File: config.mk
export PLATFORM = sky130hd
export DESIGN_NAME = ipm_pending_mask
export DESIGN_NICKNAME = d
export VERILOG_FILES = /design/src/logic/ipm_sync.v /design/src/logic/ipm_ahb_slave.v /design/src/logic/ipm_pending_mask.v
export VERILOG_INCLUDE_DIRS = /design/src /design/src/pkg
export SDC_FILE = /design/constraint.sdc
export NUM_CORES = 1
export LEC_CHECK = 0
export BUFFER_PORTS_ARGS = -buffer_cell sky130_fd_sc_hd__clkbuf_2
export CAP_MARGIN = 20
export CORE_MARGIN = 5
export CORE_UTILIZATION = 35
export DETAILED_ROUTE_END_ITERATION = 16
export GPL_ROUTABILITY_DRIVEN = 0
export PLACE_DENSITY_LB_ADDON = 0.2
export SYNTH_ARGS = -nofsm -noshare
export SYNTH_HDL_FRONTEND = slang
export SYNTH_SLANG_ARGS = --single-unit
File: constraint.sdc
create_clock -name clk -period 2.12 [get_ports clk]
set_input_delay 0.106 -clock clk [delete_from_list [all_inputs] [get_ports clk]]
set_output_delay 0.106 -clock clk [all_outputs]
set_load 0.01 [all_outputs]
File: src/pkg/ipm_map.vh
`ifndef IPM_MAP_VH
`define IPM_MAP_VH

// Register byte offsets from the module base
`define IPM_ADDR_W        12
`define IPM_OFS_PENDING   12'h040
`define IPM_OFS_MASK      12'h044
`define IPM_OFS_PINLEVEL  12'h048
`define IPM_OFS_AUTOVECTOR_ENABLE      12'h04C
`define IPM_OFS_PINSTATE  12'h050

// Source field layout, shared by pending and mask
`define IPM_SRC_HI        17
`define IPM_SRC_LO        1
`define IPM_INT_LO        8
`define IPM_EXT_HI        7
`define IPM_SRC_W         17
`define IPM_MASK_RST      17'h1FFFF
`define IPM_PEND_RST      17'h00000

// External level positions inside the source field
`define IPM_LVL1          1
`define IPM_LVL2          2
`define IPM_LVL3          3
`define IPM_LVL4          4
`define IPM_LVL5          5
`define IPM_LVL6          6
`define IPM_LVL7          7

// Pin level assignment field
`define IPM_PAR_HI        7
`define IPM_PAR_LO        5
`define IPM_PAR_W         3
`define IPM_PAR_RST       3'h0
`define IPM_PAR_PIN5      2
`define IPM_PAR_PIN3      1
`define IPM_PAR_PIN1      0

// Autovector enable field
`define IPM_AUTOVECTOR_ENABLE_RST      7'h00

// Pin state register layout
`define IPM_PIN_W         4
`define IPM_PIN_SEVEN     3
`define IPM_PIN_FIVE      2
`define IPM_PIN_THREE     1
`define IPM_PIN_ONE       0

`endif

File: src/logic/ipm_sync.v
`timescale 1ns/1ps
// Two-stage synchroniser for asynchronous pin levels
module ipm_sync #(
   parameter W = 4
) (
   input  wire         clk,
   input  wire         arst_n,
   input  wire [W-1:0] asyncIn,
   output wire [W-1:0] syncOut
);

   reg [W-1:0] meta_q;
   reg [W-1:0] sync_q;

   // First stage feeds only the second stage
   always @(posedge clk or negedge arst_n) begin
      if (!arst_n) begin
         meta_q <= {W{1'b0}};
         sync_q <= {W{1'b0}};
      end else begin
         meta_q <= asyncIn;
         sync_q <= meta_q;
      end
   end

   assign syncOut = sync_q;

endmodule // ipm_sync

File: src/logic/ipm_ahb_slave.v
`timescale 1ns/1ps
`include "ipm_map.vh"
// AHB-Lite slave front end: one wait state on every transfer
module ipm_ahb_slave (
   input  wire                   clk,
   input  wire                   arst_n,
   input  wire                   hsel,
   input  wire [31:0]            haddr,
   input  wire [1:0]             htrans,
   input  wire                   hwrite,
   input  wire [2:0]             hsize,
   input  wire                   hready,
   input  wire [31:0]            hwdata,
   output wire [31:0]            hrdata,
   output wire                   hreadyout,
   output wire                   hresp,
   output wire [`IPM_ADDR_W-1:0] regAddr,
   output wire                   regWrStb,
   output wire [31:0]            regWrData,
   input  wire [31:0]            regRdData
);

   localparam [2:0] ST_IDLE = 3'h1;
   localparam [2:0] ST_BUSY = 3'h2;
   localparam [2:0] ST_DONE = 3'h4;

   reg  [2:0]             state_q;
   reg  [2:0]             state_d;
   reg  [`IPM_ADDR_W-1:0] addr_q;
   reg                    write_q;
   reg  [31:0]            rdata_q;
   wire                   accept;

   // Only whole-word transfers are expected; hsize is not checked
   assign accept = hsel & htrans[1] & hready;

   always @* begin
      case (state_q)
         ST_IDLE: state_d = accept ? ST_BUSY : ST_IDLE;
         ST_BUSY: state_d = ST_DONE;
         ST_DONE: state_d = accept ? ST_BUSY : ST_IDLE;
         default: state_d = ST_IDLE;
      endcase
   end

   always @(posedge clk or negedge arst_n) begin
      if (!arst_n) begin
         state_q <= ST_IDLE;
         addr_q  <= {`IPM_ADDR_W{1'b0}};
         write_q <= 1'b0;
         rdata_q <= 32'h00000000;
      end else begin
         state_q <= state_d;
         if (accept && state_q != ST_BUSY) begin
            addr_q  <= {haddr[`IPM_ADDR_W-1:2], 2'h0};
            write_q <= hwrite;
         end
         // Registered read data, taken in the wait cycle
         if (state_q == ST_BUSY && !write_q) begin
            rdata_q <= regRdData;
         end
      end
   end

   assign regAddr   = addr_q;
   assign regWrStb  = (state_q == ST_BUSY) & write_q;
   assign regWrData = hwdata;
   assign hreadyout = (state_q != ST_BUSY);
   assign hresp     = 1'b0;
   assign hrdata    = rdata_q;

endmodule // ipm_ahb_slave

File: src/logic/ipm_pending_mask.v
// The AHB-Lite interface to the registers was left to the implementer.
`timescale 1ns/1ps
`include "ipm_map.vh"
//
// Functional notes
// Mask bit set blocks source, clear enables
// Masked source still sets pending, no request
// Pending samples source signal every clock
// Pending read-only; mask readable and writable
// Bits 17..1 map DMA, UART, I2C, timers, watchdog, levels
// Pending 1 means pending; mask 1 means masked
// Core raises its mask level before masking
// Assignment register holds three selects at 7..5
// Select 2: pin five level 5 or 4
// Select 1: pin three level 3 or 6
// Select 0: pin one level 1 or 2
// Autovector enable valid only for assigned levels
// Reserved bits read zero, ignore writes
//
module ipm_pending_mask (
   input  wire                   clk,
   input  wire                   arst_n,
   // AHB-Lite register port
   input  wire                   hsel,
   input  wire [31:0]            haddr,
   input  wire [1:0]             htrans,
   input  wire                   hwrite,
   input  wire [2:0]             hsize,
   input  wire                   hready,
   input  wire [31:0]            hwdata,
   output wire [31:0]            hrdata,
   output wire                   hreadyout,
   output wire                   hresp,
   // Internal sources, bits 17..8, same clock
   input  wire [`IPM_SRC_HI:`IPM_INT_LO] internalInt,
   // External pins, asynchronous, active high after the pad
   input  wire                   extIntPinSeven,
   input  wire                   extIntPinFive,
   input  wire                   extIntPinThree,
   input  wire                   extIntPinOne,
   // Towards the core
   output wire [`IPM_SRC_HI:`IPM_SRC_LO] coreIntReq,
   output wire                   coreIntAny,
   output wire [`IPM_EXT_HI:`IPM_SRC_LO] autovectorActive
);

   // Bus front end
   wire [`IPM_ADDR_W-1:0] regAddr;
   wire                   regWrStb;
   wire [31:0]            regWrData;
   reg  [31:0]            regRdData;

   // Synchronised pins: {seven, five, three, one}
   wire [`IPM_PIN_W-1:0]  pinSync;
   wire                   pinSeven;
   wire                   pinFive;
   wire                   pinThree;
   wire                   pinOne;

   // Register state
   reg  [`IPM_SRC_HI:`IPM_SRC_LO] pending_q;
   reg  [`IPM_SRC_HI:`IPM_SRC_LO] mask_q;
   reg  [`IPM_SRC_HI:`IPM_SRC_LO] mask_d;
   reg  [`IPM_PAR_W-1:0]          pinLevel_q;
   reg  [`IPM_PAR_W-1:0]          pinLevel_d;
   reg  [`IPM_EXT_HI:`IPM_SRC_LO] autovector_enable_q;
   reg  [`IPM_EXT_HI:`IPM_SRC_LO] autovector_enable_d;

   // Derived vectors
   reg  [`IPM_EXT_HI:`IPM_SRC_LO] extLevel;
   reg  [`IPM_EXT_HI:`IPM_SRC_LO] levelEnabled;
   wire [`IPM_SRC_HI:`IPM_SRC_LO] srcVec;
   reg  [`IPM_SRC_HI:`IPM_SRC_LO] coreReq_q;
   reg                            coreAny_q;
   reg  [`IPM_EXT_HI:`IPM_SRC_LO] avecAct_q;
   // Request next value, shared by the vector and the summary
   wire [`IPM_SRC_HI:`IPM_SRC_LO] reqNext;
   wire [`IPM_EXT_HI:`IPM_SRC_LO] avecNext;

   // Register selects and write strobes
   wire                   selPending;
   wire                   selMask;
   wire                   selPinLevel;
   wire                   selAvec;
   wire                   selPinState;
   wire                   wrMask;
   wire                   wrPinLevel;
   wire                   wrAvec;

   // Register select, used by both the write and the read paths
   function hit;
      input [`IPM_ADDR_W-1:0] addr;
      input [`IPM_ADDR_W-1:0] ofs;
      begin
         hit = (addr == ofs);
      end
   endfunction

   ipm_ahb_slave uBus (
      .clk       (clk),
      .arst_n    (arst_n),
      .hsel      (hsel),
      .haddr     (haddr),
      .htrans    (htrans),
      .hwrite    (hwrite),
      .hsize     (hsize),
      .hready    (hready),
      .hwdata    (hwdata),
      .hrdata    (hrdata),
      .hreadyout (hreadyout),
      .hresp     (hresp),
      .regAddr   (regAddr),
      .regWrStb  (regWrStb),
      .regWrData (regWrData),
      .regRdData (regRdData)
   );

   ipm_sync #(
      .W (`IPM_PIN_W)
   ) uPinSync (
      .clk     (clk),
      .arst_n  (arst_n),
      .asyncIn ({extIntPinSeven, extIntPinFive, extIntPinThree, extIntPinOne}),
      .syncOut (pinSync)
   );

   assign pinSeven = pinSync[`IPM_PIN_SEVEN];
   assign pinFive  = pinSync[`IPM_PIN_FIVE];
   assign pinThree = pinSync[`IPM_PIN_THREE];
   assign pinOne   = pinSync[`IPM_PIN_ONE];

   // Pin to level steering; a level with no pin stays quiet
   always @* begin
      extLevel = 7'h00;
      extLevel[`IPM_LVL7] = pinSeven;
      if (pinLevel_q[`IPM_PAR_PIN5]) begin
         extLevel[`IPM_LVL4] = pinFive;
      end else begin
         extLevel[`IPM_LVL5] = pinFive;
      end
      if (pinLevel_q[`IPM_PAR_PIN3]) begin
         extLevel[`IPM_LVL6] = pinThree;
      end else begin
         extLevel[`IPM_LVL3] = pinThree;
      end
      if (pinLevel_q[`IPM_PAR_PIN1]) begin
         extLevel[`IPM_LVL2] = pinOne;
      end else begin
         extLevel[`IPM_LVL1] = pinOne;
      end
   end

   // Levels that currently have a pin assigned to them
   always @* begin
      levelEnabled = 7'h00;
      levelEnabled[`IPM_LVL7] = 1'b1;
      levelEnabled[`IPM_LVL5] = ~pinLevel_q[`IPM_PAR_PIN5];
      levelEnabled[`IPM_LVL4] = pinLevel_q[`IPM_PAR_PIN5];
      levelEnabled[`IPM_LVL3] = ~pinLevel_q[`IPM_PAR_PIN3];
      levelEnabled[`IPM_LVL6] = pinLevel_q[`IPM_PAR_PIN3];
      levelEnabled[`IPM_LVL1] = ~pinLevel_q[`IPM_PAR_PIN1];
      levelEnabled[`IPM_LVL2] = pinLevel_q[`IPM_PAR_PIN1];
   end

   // Bits 17..8 internal modules, 7..1 external levels
   assign srcVec = {internalInt, extLevel};

   // One decode per register, shared by the write and the read paths
   assign selPending  = hit(regAddr, `IPM_OFS_PENDING);
   assign selMask     = hit(regAddr, `IPM_OFS_MASK);
   assign selPinLevel = hit(regAddr, `IPM_OFS_PINLEVEL);
   assign selAvec     = hit(regAddr, `IPM_OFS_AUTOVECTOR_ENABLE);
   assign selPinState = hit(regAddr, `IPM_OFS_PINSTATE);

   // Pending gets no strobe at all, so a bus write cannot reach it
   assign wrMask      = regWrStb & selMask;
   assign wrPinLevel  = regWrStb & selPinLevel;
   assign wrAvec      = regWrStb & selAvec;

   // Whole source field written at once; no bit-set helpers
   always @* begin
      mask_d = mask_q;
      if (wrMask) begin
         mask_d = regWrData[`IPM_SRC_HI:`IPM_SRC_LO];
      end
   end

   // Bits 4..0 have no storage, so they read back as zero
   always @* begin
      pinLevel_d = pinLevel_q;
      if (wrPinLevel) begin
         pinLevel_d = regWrData[`IPM_PAR_HI:`IPM_PAR_LO];
      end
   end

   // Only bits 7..1 are stored; bit 0 is dropped
   always @* begin
      autovector_enable_d = autovector_enable_q;
      if (wrAvec) begin
         autovector_enable_d = regWrData[`IPM_EXT_HI:`IPM_SRC_LO];
      end
   end

   // Plain sample, not sticky: a dropped source clears its bit
   always @(posedge clk or negedge arst_n) begin
      if (!arst_n) begin
         pending_q <= `IPM_PEND_RST;
      end else begin
         pending_q <= srcVec;
      end
   end

   // Everything starts masked until software opens a source
   always @(posedge clk or negedge arst_n) begin
      if (!arst_n) begin
         mask_q <= `IPM_MASK_RST;
      end else begin
         mask_q <= mask_d;
      end
   end

   // Steering changes reach pending one edge after the write
   always @(posedge clk or negedge arst_n) begin
      if (!arst_n) begin
         pinLevel_q <= `IPM_PAR_RST;
      end else begin
         pinLevel_q <= pinLevel_d;
      end
   end

   always @(posedge clk or negedge arst_n) begin
      if (!arst_n) begin
         autovector_enable_q <= `IPM_AUTOVECTOR_ENABLE_RST;
      end else begin
         autovector_enable_q <= autovector_enable_d;
      end
   end

   // Pending stays visible; only the request is gated, bit by bit
   genvar src;
   generate
      for (src = `IPM_SRC_LO; src <= `IPM_SRC_HI; src = src + 1) begin : gGate
         assign reqNext[src] = pending_q[src] & ~mask_q[src];
      end
   endgenerate

   // An enable counts only where a pin currently feeds that level
   genvar lvl;
   generate
      for (lvl = `IPM_SRC_LO; lvl <= `IPM_EXT_HI; lvl = lvl + 1) begin : gAvec
         assign avecNext[lvl] = autovector_enable_q[lvl] & levelEnabled[lvl];
      end
   endgenerate

   // Registered so the core never sees a decode glitch
   always @(posedge clk or negedge arst_n) begin
      if (!arst_n) begin
         coreReq_q <= `IPM_PEND_RST;
      end else begin
         coreReq_q <= reqNext;
      end
   end

   // Built from the same next value, so it never lags the vector
   always @(posedge clk or negedge arst_n) begin
      if (!arst_n) begin
         coreAny_q <= 1'b0;
      end else begin
         coreAny_q <= |reqNext;
      end
   end

   always @(posedge clk or negedge arst_n) begin
      if (!arst_n) begin
         avecAct_q <= `IPM_AUTOVECTOR_ENABLE_RST;
      end else begin
         avecAct_q <= avecNext;
      end
   end

   // Read mux; unmapped offsets and reserved bits read as zero
   always @* begin
      regRdData = 32'h00000000;
      if (selPending) begin
         regRdData[`IPM_SRC_HI:`IPM_SRC_LO] = pending_q;
      end
      if (selMask) begin
         regRdData[`IPM_SRC_HI:`IPM_SRC_LO] = mask_q;
      end
      if (selPinLevel) begin
         regRdData[`IPM_PAR_HI:`IPM_PAR_LO] = pinLevel_q;
      end
      if (selAvec) begin
         regRdData[`IPM_EXT_HI:`IPM_SRC_LO] = autovector_enable_q;
      end
      // Raw synchronised pins, useful to check board wiring
      if (selPinState) begin
         regRdData[`IPM_PIN_W-1:0] = pinSync;
      end
   end

   // The core must lift its own mask level before software masks here
   assign coreIntReq       = coreReq_q;
   assign coreIntAny       = coreAny_q;
   assign autovectorActive = avecAct_q;

endmodule // ipm_pending_mask

==> flow_metrics.tcl <==
set metrics [dict create \
    via_count 2711 \
    path_cells "or4b_4 -> or4b_4 -> or2_1 -> buf_6 -> o21ai_1" \
    cts-root-buf "clkbuf_16" \
    routed_wl_um 9210 \
    final_cell_area_um2 5610 \
    io_pins 147 \
    path_buf_inv 1 \
    required_ns 2.39 \
    cap_violations 0 \
    synth_seq_area_share 0.644 \
    std_cell_rows 40 \
    finalHoldViolCount 0 \
    syn_avg_cell_area_um2 13.9 \
    drt-initial-drc-count 80 \
    drv_slew 0 \
    drive_gt1_frac 0.432 \
    grtUsageTotal 0.134 \
    max-slew-margin-rel 0.580 \
    run_status "complete, no violations" \
    worst-setup-path-type "flip-flop to flip-flop" \
    die-area_um2 14500 \
    rsz0062_at_grt "yes" \
    synthArstFlopShare 1.00 \
    end_kind "flip-flop" \
    grt_pass1_wl_um 15100 \
    drt_first_pass_iters 4 \
    fin_nets 539 \
    vdd_ir_drop_max_mv 0.420 \
    synth_cell_types 37 \
    wl_per_cell_um 15.3 \
    grt_max_degree 51 \
    numCtsBuffers 9 \
    remaining_drc_errors 0 \
    fin_crit_sh 0.975 \
    powerDensity_nw_per_um2 807 \
    grt-ovfl-total 0 \
    fp.dieW_um 120 \
    via_per_inst 4.50 \
    netlist_instances 307 \
    placed_area_um2 4950 \
    start_util 0.356 \
    start_kind "flip-flop" \
    grt_pass1_vias 2948 \
    finalSetupViolCount 0 \
    diodes 0 \
    seq_area_um2 2750 \
    dp_hpwl_um 6570 \
    clk_pin_slew_ns 0.07 \
    synth-edff-count 0 \
    final_common_cell "dfrtp_1" \
    worstPathArrival_ns 2.33 \
    layout.cells.non_filler 603 \
    synth_area_um2 4270 \
    hold_slack_ns 0.0142 \
    dp_cells 553 \
    yosys_warnings 0 \
    cp_common_cell "or4b_4" \
    critPathTopFamily "simple AND/OR/NAND/NOR gates" \
    hold_path_class "input pin to flip-flop" \
    layout_common_cells "dfrtp_1, clkbuf_2, dlygate4sd3_1, mux2_2, nor2b_1" \
    slowest_stage "or4b_4" \
    fp.coreArea_um2 12000 \
    die_h_um 120 \
    antenna_found_initial 0 \
    path_max_fanout 10 \
    max_stage_delay_ns 0.58 \
    n_fill_cell 1095 \
    cts_sinks 109 \
    cts_tree "built" \
    fin_worst_skew_ns 0.00620 \
    multiInputGateArea_um2 1370 \
    fmaxAchievable_mhz 484 \
    tightest_slew_ns 0.630 \
    power_leakage_nw 2.71 \
    htree_levels 3 \
    portBuffers 90 \
    area_growth_pct 31.4 \
    clk_latency_ns 0.34 \
    period_needed_ns 2.07 \
    clk_path_buf_depth 2 \
    ys.flop_type "dfrtp_1" \
    synth_seq_cells 109 \
    ant_nets 0 \
]
-- cells in the mapped netlist (4+ instances only) --
library cell,number,share of area
clkbuf_1,5,0.0044
dfstp_2,18,0.11
dfrtp_1,91,0.53
inv_1,5,0.0044
a21oi_1,9,0.011
nor2b_1,23,0.034
mux2i_1,11,0.026
mux2_2,28,0.074
nor2_1,4,0.0035
nand2b_1,5,0.0073
nor3_1,8,0.0094
o21ai_1,10,0.012
and2_1,6,0.0088
buf_4,15,0.026
mux2_4,10,0.035
nand2_1,20,0.018
o21ai_0,5,0.0059
-- layer usage --
metal / share of wire / track usage / up-vias / wire (um)
met3: 0.060 / 0.0365 / 6 / 556
li1: - / - / 1304 / -
met1: 0.47 / 0.184 / 1317 / 4330
met4: 0.0089 / 0.0361 / 0 / 82
met2: 0.46 / 0.210 / 84 / 4250
met5: 0 / 0 / - / 0
-- where the power goes --
part           switching, W  total, W  leakage, nW  internal (W)
combinational      0.000264  0.000568         1.22      0.000304
clock              0.000760   0.00168        0.138      0.000920
sequential        0.0000690   0.00228         1.36       0.00221
-- path summary, 6_finish.rpt --
path | startpoint | end | slack, ns | depth (start not counted)
worst max-delay path | uBus.regAddr[9]$_DFFE_PN0P_ | uBus.hrdata[10]$_DFFE_PN0P_ | 0.05 | 5
worst min-delay path | hwdata[14] | mask_q[14]$_DFFE_PN1P_ | 0.01 | 2
worst max register to register | uBus.regAddr[9]$_DFFE_PN0P_ | uBus.hrdata[10]$_DFFE_PN0P_ | 0.05 | 5
worst min register to register | uPinSync.meta_q[1]$_DFF_PN0_ | uPinSync.syncOut[1]$_DFF_PN0_ | 0.35 | 0
max in group asynchronous | arst_n | mask_q[12]$_DFFE_PN1P_ | 1.06 | 3
min in group asynchronous | arst_n | coreIntReq[15]$_DFF_PN0_ | 0.34 | 2
-- registers in the layout, summed over array words and instances (netlist names) --
register,count
mask_q,17
coreIntReq,17
autovectorActive,7
pinLevel_q,3
coreIntAny,1
uBus.state_q,3
uBus.write_q,1
uBus.regAddr,10
autovector_enable_q,7
uPinSync.meta_q,4
uPinSync.syncOut,4
pending_q,17
uBus.hrdata,18
-- area by class of cell --
class | instances | area share
Sequential cell | 109 | 0.490
Multi-Input combinational cell | 180 | 0.245
Timing Repair Buffer | 146 | 0.175
Clock buffer | 9 | 0.0402
Tap cell | 147 | 0.0328
Clock inverter | 7 | 0.0134
Inverter | 5 | 0.00335
-- cells by family after synthesis --
| family | share of synthesized area |
|---|---|
| xor gates and xnor gates | 0.00205 |
| and+or+nand+nor | 0.118 |
| other | 0.000878 |
| buffers and inverters | 0.0504 |
| DFF | 0.644 |
| muxes | 0.151 |
| AOI/OAI and AO/OA | 0.0340 |
-- timing repair --
item | CTS | global route
setup endpoints to repair | 8 | 17
hold buffers | 31 | 1
setup buffers | 2 | 0
hold endpoints to repair | 73 | 1
resized for setup | 1 | 4
pin swaps | 1 | 0
-- metrics by stage --
stage	total power (W)	TNS [ns]	setup slack (ns)	utilization
after global routing	0.00475	-0.0459	-0.0151	0.467
final	0.00453	0	0.0535	0.467
after CTS	0.00460	0	0.00158	0.465
after floorplan	0.00263	0	0.0205	-
after global placement	0.00283	0	0.0348	0.412
after detailed placement	0.00284	-0.0115	-0.0115	0.412
Power figures use the tool's default switching activity.
